--- src/tsfa_pkg.sv ---
// Shared constants for the temperature alarm and queue register slice
package tsfa_pkg;
	// Register offsets on the serial register port
	localparam logic [7:0] TSFA_ADDR_STATUS = 8'h00; // Status flags
	localparam logic [7:0] TSFA_ADDR_QUEUE_DATA = 8'h08; // Queue read port
	localparam logic [7:0] TSFA_ADDR_AF_LEVEL = 8'h09; // Almost-full level
	localparam logic [7:0] TSFA_ADDR_QUEUE_CTRL = 8'h0a; // Queue behaviour
	localparam logic [7:0] TSFA_ADDR_SOFT_RESET = 8'h0c; // Soft reset
	localparam logic [7:0] TSFA_ADDR_OVR_HI = 8'h10; // Over limit MSB
	localparam logic [7:0] TSFA_ADDR_OVR_LO = 8'h11; // Over limit LSB
	localparam logic [7:0] TSFA_ADDR_UND_HI = 8'h12; // Under limit MSB
	localparam logic [7:0] TSFA_ADDR_UND_LO = 8'h13; // Under limit LSB
	// Field positions
	localparam int TSFA_POS_AFULL = 7; // Status almost-full
	localparam int TSFA_POS_UNDER = 2; // Status under limit
	localparam int TSFA_POS_OVER = 1; // Status over limit
	localparam int TSFA_POS_FLUSH = 4; // Queue ctrl flush
	localparam int TSFA_POS_STAT_CLR = 3; // Queue ctrl clear on data read
	localparam int TSFA_POS_AF_TYPE = 2; // Queue ctrl almost-full type
	localparam int TSFA_POS_ROLLOVER = 1; // Queue ctrl rollover
	localparam int TSFA_POS_SOFT_RST = 0; // Soft reset bit
	// Writable masks
	localparam logic [7:0] TSFA_MASK_AF_LEVEL = 8'h1f; // Level is 5 bits
	localparam logic [7:0] TSFA_MASK_QUEUE_CTRL = 8'h1e; // Bits 4..1
	// Reset values
	localparam logic [7:0] TSFA_RST_QUEUE_DATA = 8'h00;
	localparam logic [7:0] TSFA_RST_AF_LEVEL = 8'h0f;
	localparam logic [7:0] TSFA_RST_QUEUE_CTRL = 8'h00;
	localparam logic [7:0] TSFA_RST_OVR_HI = 8'h7f;
	localparam logic [7:0] TSFA_RST_OVR_LO = 8'hff;
	localparam logic [7:0] TSFA_RST_UND_HI = 8'h80;
	localparam logic [7:0] TSFA_RST_UND_LO = 8'h00;
	localparam logic [15:0] TSFA_RST_OVR_THR = 16'h7fff; // Alarm disabled
	localparam logic [15:0] TSFA_RST_UND_THR = 16'h8000; // Alarm disabled
endpackage

--- src/tsfa_limit_cmp.sv ---
// Signed threshold comparator raising over and under limit events
`timescale 1ns/1ps
`default_nettype none
module tsfa_limit_cmp (
	input wire logic clk_in,
	input wire logic sys_rst_in,
	input wire logic ce_in,
	input wire logic sample_valid_in,
	input wire logic [15:0] sample_in,
	input wire logic [15:0] over_thr_in,
	input wire logic [15:0] under_thr_in,
	output logic over_evt_out,
	output logic under_evt_out
);
	// Registered compare; signed so 0x7fff is top and 0x8000 bottom
	always_ff @(posedge clk_in or posedge sys_rst_in) begin
		if (sys_rst_in) begin
			over_evt_out <= 1'b0;
			under_evt_out <= 1'b0;
		end else if (ce_in) begin
			// Only a fresh measurement can raise an event
			over_evt_out <= sample_valid_in &&
				($signed(sample_in) > $signed(over_thr_in));
			under_evt_out <= sample_valid_in &&
				($signed(sample_in) < $signed(under_thr_in));
		end
	end
endmodule
`default_nettype wire

--- src/tsfa_regs.sv ---
// Register slice: queue port, queue config, soft reset, alarm limits
//
// Contract
// Soft reset bit returns registers to defaults
// Soft reset bit self-clears, write-only, resets 0
// Over limit is MSB 0x10, LSB 0x11
// Over limit defaults to 0x7fff
// Under limit is MSB 0x12 plus LSB
// Under limit defaults to 0x8000
// Over flag sets above limit, status read clears
// Under flag sets below limit, status read clears
// Queue read clears almost-full when enabled
// Limits compare as signed values
`timescale 1ns/1ps
`default_nettype none
module tsfa_regs
	import tsfa_pkg::*;
(
	input wire logic clk_in,
	input wire logic sys_rst_in,
	input wire logic ce_in,
	input wire logic [7:0] reg_addr_in,
	input wire logic reg_wr_in,
	input wire logic [7:0] reg_wdata_in,
	input wire logic reg_rd_in,
	output logic [7:0] reg_rdata_out,
	input wire logic [7:0] queue_data_in,
	output logic queue_pop_out,
	input wire logic almost_full_evt_in,
	input wire logic sample_valid_in,
	input wire logic [15:0] sample_in,
	output logic [4:0] almost_full_level_out,
	output logic queue_flush_out,
	output logic status_clear_on_queue_read_out,
	output logic almost_full_type_out,
	output logic queue_rollover_enable_out,
	output logic [15:0] over_limit_threshold_out,
	output logic [15:0] under_limit_threshold_out,
	output logic over_limit_flag_out,
	output logic under_limit_flag_out,
	output logic almost_full_flag_out,
	output logic soft_reset_out
);
	import tsfa_pkg::*;

	// Stored register bytes
	logic [7:0] af_level_q; // Almost-full level
	logic [7:0] queue_ctrl_q; // Queue behaviour bits
	logic [7:0] over_limit_upper_byte_q;
	logic [7:0] over_limit_lower_byte_q;
	logic [7:0] under_limit_upper_byte_q;
	logic [7:0] under_limit_lower_byte_q;
	logic soft_rst_q; // One-cycle soft reset request
	logic over_evt; // Comparator events
	logic under_evt;
	logic rd_status; // Decoded accesses
	logic rd_queue;

	// Decode one access against one offset
	function automatic logic hit(input logic [7:0] a, input logic [7:0] o);
		hit = (a == o);
	endfunction

	assign rd_status = reg_rd_in && hit(reg_addr_in, TSFA_ADDR_STATUS);
	assign rd_queue = reg_rd_in && hit(reg_addr_in, TSFA_ADDR_QUEUE_DATA);

	// Write-only soft reset; never reads back, drops after one cycle
	always_ff @(posedge clk_in or posedge sys_rst_in) begin
		if (sys_rst_in) begin
			soft_rst_q <= 1'b0;
		end else if (ce_in) begin
			soft_rst_q <= !soft_rst_q && reg_wr_in &&
				hit(reg_addr_in, TSFA_ADDR_SOFT_RESET) &&
				reg_wdata_in[TSFA_POS_SOFT_RST];
		end
	end

	// Configuration and threshold bytes; soft reset beats a write
	always_ff @(posedge clk_in or posedge sys_rst_in) begin
		if (sys_rst_in) begin
			af_level_q <= TSFA_RST_AF_LEVEL;
			queue_ctrl_q <= TSFA_RST_QUEUE_CTRL;
			over_limit_upper_byte_q <= TSFA_RST_OVR_HI;
			over_limit_lower_byte_q <= TSFA_RST_OVR_LO;
			under_limit_upper_byte_q <= TSFA_RST_UND_HI;
			under_limit_lower_byte_q <= TSFA_RST_UND_LO;
		end else if (ce_in) begin
			if (soft_rst_q) begin
				// Back to power-on values
				af_level_q <= TSFA_RST_AF_LEVEL;
				queue_ctrl_q <= TSFA_RST_QUEUE_CTRL;
				over_limit_upper_byte_q <= TSFA_RST_OVR_HI;
				over_limit_lower_byte_q <= TSFA_RST_OVR_LO;
				under_limit_upper_byte_q <= TSFA_RST_UND_HI;
				under_limit_lower_byte_q <= TSFA_RST_UND_LO;
			end else if (reg_wr_in) begin
				case (reg_addr_in)
					TSFA_ADDR_AF_LEVEL: begin
						af_level_q <= reg_wdata_in & TSFA_MASK_AF_LEVEL;
					end
					TSFA_ADDR_QUEUE_CTRL: begin
						queue_ctrl_q <= reg_wdata_in & TSFA_MASK_QUEUE_CTRL;
					end
					TSFA_ADDR_OVR_HI: begin
						over_limit_upper_byte_q <= reg_wdata_in;
					end
					TSFA_ADDR_OVR_LO: begin
						over_limit_lower_byte_q <= reg_wdata_in;
					end
					TSFA_ADDR_UND_HI: begin
						under_limit_upper_byte_q <= reg_wdata_in;
					end
					TSFA_ADDR_UND_LO: begin
						under_limit_lower_byte_q <= reg_wdata_in;
					end
					default: begin
						// Read-only or unmapped: write ignored
					end
				endcase
			end
		end
	end

	// Limits as single 16-bit values, MSB byte on top
	assign over_limit_threshold_out =
		{over_limit_upper_byte_q, over_limit_lower_byte_q};
	assign under_limit_threshold_out =
		{under_limit_upper_byte_q, under_limit_lower_byte_q};
	assign almost_full_level_out = af_level_q[4:0];
	assign queue_flush_out = queue_ctrl_q[TSFA_POS_FLUSH];
	assign status_clear_on_queue_read_out = queue_ctrl_q[TSFA_POS_STAT_CLR];
	assign almost_full_type_out = queue_ctrl_q[TSFA_POS_AF_TYPE];
	assign queue_rollover_enable_out = queue_ctrl_q[TSFA_POS_ROLLOVER];
	assign soft_reset_out = soft_rst_q;

	// Signed comparison lives in its own unit
	tsfa_limit_cmp u_cmp (
		.clk_in(clk_in),
		.sys_rst_in(sys_rst_in),
		.ce_in(ce_in),
		.sample_valid_in(sample_valid_in),
		.sample_in(sample_in),
		.over_thr_in(over_limit_threshold_out),
		.under_thr_in(under_limit_threshold_out),
		.over_evt_out(over_evt),
		.under_evt_out(under_evt)
	);

	// Sticky status flags; a same-cycle event outlives the clear
	always_ff @(posedge clk_in or posedge sys_rst_in) begin
		if (sys_rst_in) begin
			over_limit_flag_out <= 1'b0;
			under_limit_flag_out <= 1'b0;
			almost_full_flag_out <= 1'b0;
		end else if (ce_in) begin
			if (soft_rst_q) begin
				// Soft reset clears status too
				over_limit_flag_out <= 1'b0;
				under_limit_flag_out <= 1'b0;
				almost_full_flag_out <= 1'b0;
			end else begin
				over_limit_flag_out <= over_evt ||
					(over_limit_flag_out && !rd_status);
				under_limit_flag_out <= under_evt ||
					(under_limit_flag_out && !rd_status);
				almost_full_flag_out <= almost_full_evt_in ||
					(almost_full_flag_out && !rd_status &&
					!(rd_queue && queue_ctrl_q[TSFA_POS_STAT_CLR]));
			end
		end
	end

	// Read data and queue pop; registered, one cycle after the request
	always_ff @(posedge clk_in or posedge sys_rst_in) begin
		if (sys_rst_in) begin
			reg_rdata_out <= TSFA_RST_QUEUE_DATA;
			queue_pop_out <= 1'b0;
		end else if (ce_in) begin
			queue_pop_out <= rd_queue;
			if (reg_rd_in) begin
				case (reg_addr_in)
					TSFA_ADDR_STATUS: begin
						// Flags as held before this read clears them
						reg_rdata_out <= {almost_full_flag_out, 4'h0,
							under_limit_flag_out, over_limit_flag_out, 1'b0};
					end
					TSFA_ADDR_QUEUE_DATA: reg_rdata_out <= queue_data_in;
					TSFA_ADDR_AF_LEVEL: reg_rdata_out <= af_level_q;
					TSFA_ADDR_QUEUE_CTRL: reg_rdata_out <= queue_ctrl_q;
					TSFA_ADDR_OVR_HI: reg_rdata_out <= over_limit_upper_byte_q;
					TSFA_ADDR_OVR_LO: reg_rdata_out <= over_limit_lower_byte_q;
					TSFA_ADDR_UND_HI: reg_rdata_out <= under_limit_upper_byte_q;
					TSFA_ADDR_UND_LO: reg_rdata_out <= under_limit_lower_byte_q;
					default: reg_rdata_out <= 8'h00; // Write-only or unmapped
				endcase
			end
		end
	end

	// Checks
	property p_soft_self_clear;
		@(posedge clk_in) disable iff (sys_rst_in)
		soft_rst_q |=> !soft_rst_q;
	endproperty
	a_soft_self_clear: assert property (p_soft_self_clear)
		else $error("soft reset bit did not self-clear");

	property p_soft_defaults;
		@(posedge clk_in) disable iff (sys_rst_in)
		(ce_in && reg_wr_in && reg_addr_in == TSFA_ADDR_SOFT_RESET &&
		reg_wdata_in[TSFA_POS_SOFT_RST] && !soft_rst_q) ##1 ce_in |=>
		af_level_q == TSFA_RST_AF_LEVEL && !over_limit_flag_out;
	endproperty
	a_soft_defaults: assert property (p_soft_defaults)
		else $error("soft reset did not restore defaults");

	property p_over_default;
		@(posedge clk_in) disable iff (sys_rst_in)
		soft_rst_q && ce_in |=>
		over_limit_threshold_out == TSFA_RST_OVR_THR;
	endproperty
	a_over_default: assert property (p_over_default)
		else $error("over limit default wrong");

	property p_under_default;
		@(posedge clk_in) disable iff (sys_rst_in)
		soft_rst_q && ce_in |=>
		under_limit_threshold_out == TSFA_RST_UND_THR;
	endproperty
	a_under_default: assert property (p_under_default)
		else $error("under limit default wrong");

	property p_over_msb_write;
		@(posedge clk_in) disable iff (sys_rst_in)
		ce_in && !soft_rst_q && reg_wr_in && reg_addr_in == TSFA_ADDR_OVR_HI
		|=> over_limit_threshold_out[15:8] == $past(reg_wdata_in);
	endproperty
	a_over_msb_write: assert property (p_over_msb_write)
		else $error("over limit MSB not placed high");

	property p_under_msb_write;
		@(posedge clk_in) disable iff (sys_rst_in)
		ce_in && !soft_rst_q && reg_wr_in && reg_addr_in == TSFA_ADDR_UND_HI
		|=> under_limit_threshold_out[15:8] == $past(reg_wdata_in);
	endproperty
	a_under_msb_write: assert property (p_under_msb_write)
		else $error("under limit MSB not placed high");

	property p_over_set;
		@(posedge clk_in) disable iff (sys_rst_in)
		(ce_in && sample_valid_in &&
		$signed(sample_in) > $signed(over_limit_threshold_out))
		##1 (ce_in && !soft_rst_q) |=> over_limit_flag_out;
	endproperty
	a_over_set: assert property (p_over_set)
		else $error("over limit flag missed a signed exceed");

	property p_under_set;
		@(posedge clk_in) disable iff (sys_rst_in)
		(ce_in && sample_valid_in &&
		$signed(sample_in) < $signed(under_limit_threshold_out))
		##1 (ce_in && !soft_rst_q) |=> under_limit_flag_out;
	endproperty
	a_under_set: assert property (p_under_set)
		else $error("under limit flag missed a signed drop");

	property p_status_clear;
		@(posedge clk_in) disable iff (sys_rst_in)
		ce_in && rd_status && !over_evt |=> !over_limit_flag_out;
	endproperty
	a_status_clear: assert property (p_status_clear)
		else $error("status read did not clear over flag");

	property p_af_queue_clear;
		@(posedge clk_in) disable iff (sys_rst_in)
		ce_in && rd_queue && status_clear_on_queue_read_out &&
		!almost_full_evt_in |=> !almost_full_flag_out && queue_pop_out;
	endproperty
	a_af_queue_clear: assert property (p_af_queue_clear)
		else $error("queue read did not clear almost-full");

	c_soft_reset: cover property (@(posedge clk_in) soft_rst_q);
	c_over_flag: cover property (@(posedge clk_in) over_limit_flag_out);
	c_under_flag: cover property (@(posedge clk_in) under_limit_flag_out);
	c_af_cleared: cover property (@(posedge clk_in)
		almost_full_flag_out && rd_queue ##1 !almost_full_flag_out);
endmodule
`default_nettype wire

--- config.mk ---
export PLATFORM = sky130hd
export DESIGN_NAME = tsfa_regs
export DESIGN_NICKNAME = d
export VERILOG_FILES = /design/src/tsfa_pkg.sv /design/src/tsfa_limit_cmp.sv /design/src/tsfa_regs.sv
export SDC_FILE = /design/constraint.sdc
export NUM_CORES = 1
export LEC_CHECK = 0
export ABC_CLOCK_PERIOD_IN_PS = 6100
export BUFFER_PORTS_ARGS = -buffer_cell sky130_fd_sc_hd__buf_2
export CORE_UTILIZATION = 23
export CTS_CLUSTER_DIAMETER = 50
export DETAILED_ROUTE_END_ITERATION = 8
export REMOVE_ABC_BUFFERS = 1
export SKIP_LAST_GASP = 1
export SLEW_MARGIN = 20
export SYNTH_ARGS = -nofsm -noshare
export SYNTH_HDL_FRONTEND = slang
export SYNTH_HIERARCHICAL = 1
export SYNTH_SLANG_ARGS = --single-unit
--- constraint.sdc ---
create_clock -name clk_in -period 6.1 [get_ports clk_in]
set_input_delay 0.61 -clock clk_in [delete_from_list [all_inputs] [get_ports clk_in]]
set_output_delay 0.61 -clock clk_in [all_outputs]
set_load 0.02 [all_outputs]
==> impl_metrics.sql <==
INSERT INTO impl_metrics (metric_group, metric, value, unit) VALUES
('place', 'detailedPlacementHpwl', '9590', 'um'),
('synthesis', 'syn_avg_cell_area', '10.49', 'sq um'),
('synthesis', 'ys_dominant_reg_cell', 'dfrtp_1', ''),
('synthesis', 'ys.warnings.count', '6', ''),
('cts', 'cts-resized-gates', '0', ''),
('synthesis', 'synth_top_family_by_area', 'compound AO/OA/AOI/OAI gates', ''),
('detailed_routing', 'avgViaCountPerCell', '4.926', ''),
('cts', 'h_tree_depth', '2', ''),
('finish', 'nFillCells', '1615', ''),
('pwr', 'power.total', '932.4', 'uW'),
('outcome', 'status', 'finished, final reports clean', ''),
('finish', 'layout-area-overhead-vs-synth', '23.58', '%'),
('synthesis', 'yosys.area_share.simple', '12.38', '%'),
('pwr', 'power.share.combinational', '22.0', '%'),
('timing', 'timing.final.max_slew_violations', '0', ''),
('pwr', 'clock_power_share', '31.4', '%'),
('synthesis', 'synth.yosys.seq_area_share', '39.53', '%'),
('cts', 'cts_made_buffers', '5', ''),
('timing', 'setup-tns-final', '0', 'ps'),
('detailed_routing', 'wirelength', '12000', 'um'),
('synthesis', 'synth.top_cell.area_share', '24.97', '%'),
('timing', 'max_slew.worst_pin.slew', '913.6', 'ps'),
('setup_path', 'cp-start-kind', 'register', ''),
('timing', 'setup_viol', '0', ''),
('floorplanning', 'die_w', '127.3', 'um'),
('setup_path', 'timing.critical_path.slowest_cell_delay', '580', 'ps'),
('synthesis', 'synth.top_cells.by_area', 'dfrtp_1, dfstp_2, ha_1', ''),
('pwr', 'cell_internal_pwr', '640.6', 'uW'),
('synthesis', 'synth_xor_xnor_area_share', '0', '%'),
('timing', 'hold_viol', '0', ''),
('timing', 'layout_worst_path_cycle_share', '36.25', '%'),
('pwr', 'irDropWorstVdd', '0.1125', 'mV'),
('global_routing', 'first_global_vias', '3227', ''),
('setup_path', 'worstPathCellList', 'inv_1 -> ha_1 -> nand3_1 -> or3_4 -> a211oi_2 -> a2111oi_2 -> mux2i_1 -> o22ai_1', ''),
('setup_path', 'critical_path_depth', '8', ''),
('finish', 'regArea', '0.001426', 'sq mm'),
('cts', 'clk_path_buf_depth', '2', ''),
('floorplanning', 'io-pin-count', '101', ''),
('timing', 'period_needed', '2211', 'ps'),
('cts', 'clk_pin_slew', '70', 'ps'),
('finish', 'drive_gt1_share', '34.24', '%'),
('setup_path', 'reg2reg_depth', '8', ''),
('detailed_routing', 'drtAntennaViolNets', '0', ''),
('synthesis', 'yosys_register_bits', '56', ''),
('pwr', 'cellLeakagePower', '0.002066', 'uW'),
('synthesis', 'number_of_synthesized_flops_with_an_enable_pin', '0', ''),
('cts', 'tritoncts_clock_tree', 'built', ''),
('floorplanning', 'row_count', '45', ''),
('detailed_routing', 'drt_pass_1_iters', '4', ''),
('finish', 'post-route-util', '29.23', '%'),
('setup_path', 'setup.worst_path.class', 'register to register', ''),
('timing', 'timing.clock.skew', '5.060', 'ps'),
('flow_run', 'drv.max_cap_violation_count', '0', ''),
('global_routing', 'grt-ovfl-total', '0', ''),
('global_routing', 'antenna_found_initial', '0', ''),
('floorplanning', 'die_y', '127.3', 'um'),
('pwr', 'seq_power_share', '46.5', '%'),
('hold_path', 'worst_hold_path_type', 'input pin to asynchronous set/reset pin', ''),
('global_routing', 'grt_first_pass_wirelength', '18450', 'um'),
('pwr', 'powerDensity', '209.1', 'mW/mm^2'),
('place', 'finalWeightedCongestion', '0.8398', ''),
('synthesis', 'ys_types', '59', ''),
('cts', 'clk-insertion-delay-late', '290', 'ps'),
('finish', 'fin_nets', '518', ''),
('synthesis', 'synth_top_cells_by_count', 'inv_1, dfrtp_1, ha_1', ''),
('floorplanning', 'floorplan.core_area', '0.01526', 'sq mm'),
('timing', 'rsz_0062_raised_after_global_routing', 'no', ''),
('cts', 'clock_tree_root_buffer_cell', 'clkbuf_16', ''),
('setup_path', 'critical_path.top_delay_family', 'flip-flops', ''),
('detailed_routing', 'detail_route.iter0.violations', '183', ''),
('synthesis', 'mappedNetlistArea', '0.003608', 'sq mm');
==> path summary, 6_finish.rpt <==
check	startpoint	end	slack (ps)
max	over_limit_upper_byte_q[6]$_DFFE_PP1P_	u_cmp/over_evt_out$_DFFE_PP0P_	3890
min	sys_rst_in	u_cmp/over_evt_out$_DFFE_PP0P_	190
max reg2reg	over_limit_upper_byte_q[6]$_DFFE_PP1P_	u_cmp/over_evt_out$_DFFE_PP0P_	3890
min reg2reg	af_level_q[1]$_DFFE_PP1P_	af_level_q[1]$_DFFE_PP1P_	480
max in group asynchronous	sys_rst_in	af_level_q[4]$_DFFE_PP0P_	5060
min in group clk_in	af_level_q[1]$_DFFE_PP1P_	af_level_q[1]$_DFFE_PP1P_	480
==> power by group through the flow <==
stage               clock [uW]  combinational, uW  sequential, uW
finish                     293                206             434
CTS                        293                207             435
detailed placement           0                206             442
global placement             0                200             441
floorplan                    0               93.9             457
global route               308                227             438
==> stage by stage <==
stage | setup WS [ps] | hold slack (ps) | area, sq um | cells
2_1_floorplan | 3984 | 351.2 | 3545 | 333
3_3_place_gp | 3740 | 468.8 | 4309 | 644
3_5_place_dp | 3654 | 468.7 | 4309 | 644
4_1_cts | 3893 | 183.6 | 4456 | 652
5_1_grt | 3730 | 199.6 | 4457 | 652
6_report | 3889 | 185.0 | 4459 | 653
==> cell usage in the layout, fill, tap and decap left out, drive strengths merged, types with 3 or more instances in the layout <==
master     n
a211oi     3
a21o       5
a21oi     14
a22o      18
a22oi      7
a31oi      3
and3       3
buf      100
clkbuf     5
dfrtp     36
dfstp     20
ha        31
inv       50
mux2i     12
mux4       8
nand2     14
nand3      8
nand4      8
nor2      10
nor2b      4
nor3       5
nor4       5
o21a       4
o21ai     18
o22a      13
o22ai      5
o2bb2ai    4
==> state kept, by name, summed over array words and instances, names as in the netlist, 4 cells and up <==
signal	flops
af_level_q	5
over_limit_lower_byte_q	8
over_limit_upper_byte_q	8
queue_ctrl_q	4
reg_rdata_out	8
under_limit_lower_byte_q	8
under_limit_upper_byte_q	8
==> cells by family after synthesis <==
group	count (synthesis)
adders and majority gates	31
muxes	22
buffers and inverters	61
and+or+nand+nor	69
DFF	56
AOI/OAI and AO/OA	105
==> layout make-up <==
type                       instances  share of cell area [%]
inverter                          50                   4.237
multi-input combinational        227                   43.29
timing repair buffer             100                   11.22
clock buffer                       5                   2.806
sequential                        56                   31.99
antenna                            1                 0.05612
tap                              211                   5.920
clock inverter                     3                  0.4770
==> metal layers <==
layer	up-vias	wire length, um	global-route usage, %
li1	1472	-	-
met1	1626	5228	19.68
met2	107	5798	25.11
met3	12	807	3.224
met4	0	162	3.221
met5	-	0	0
(Power assumes the default switching activity.)
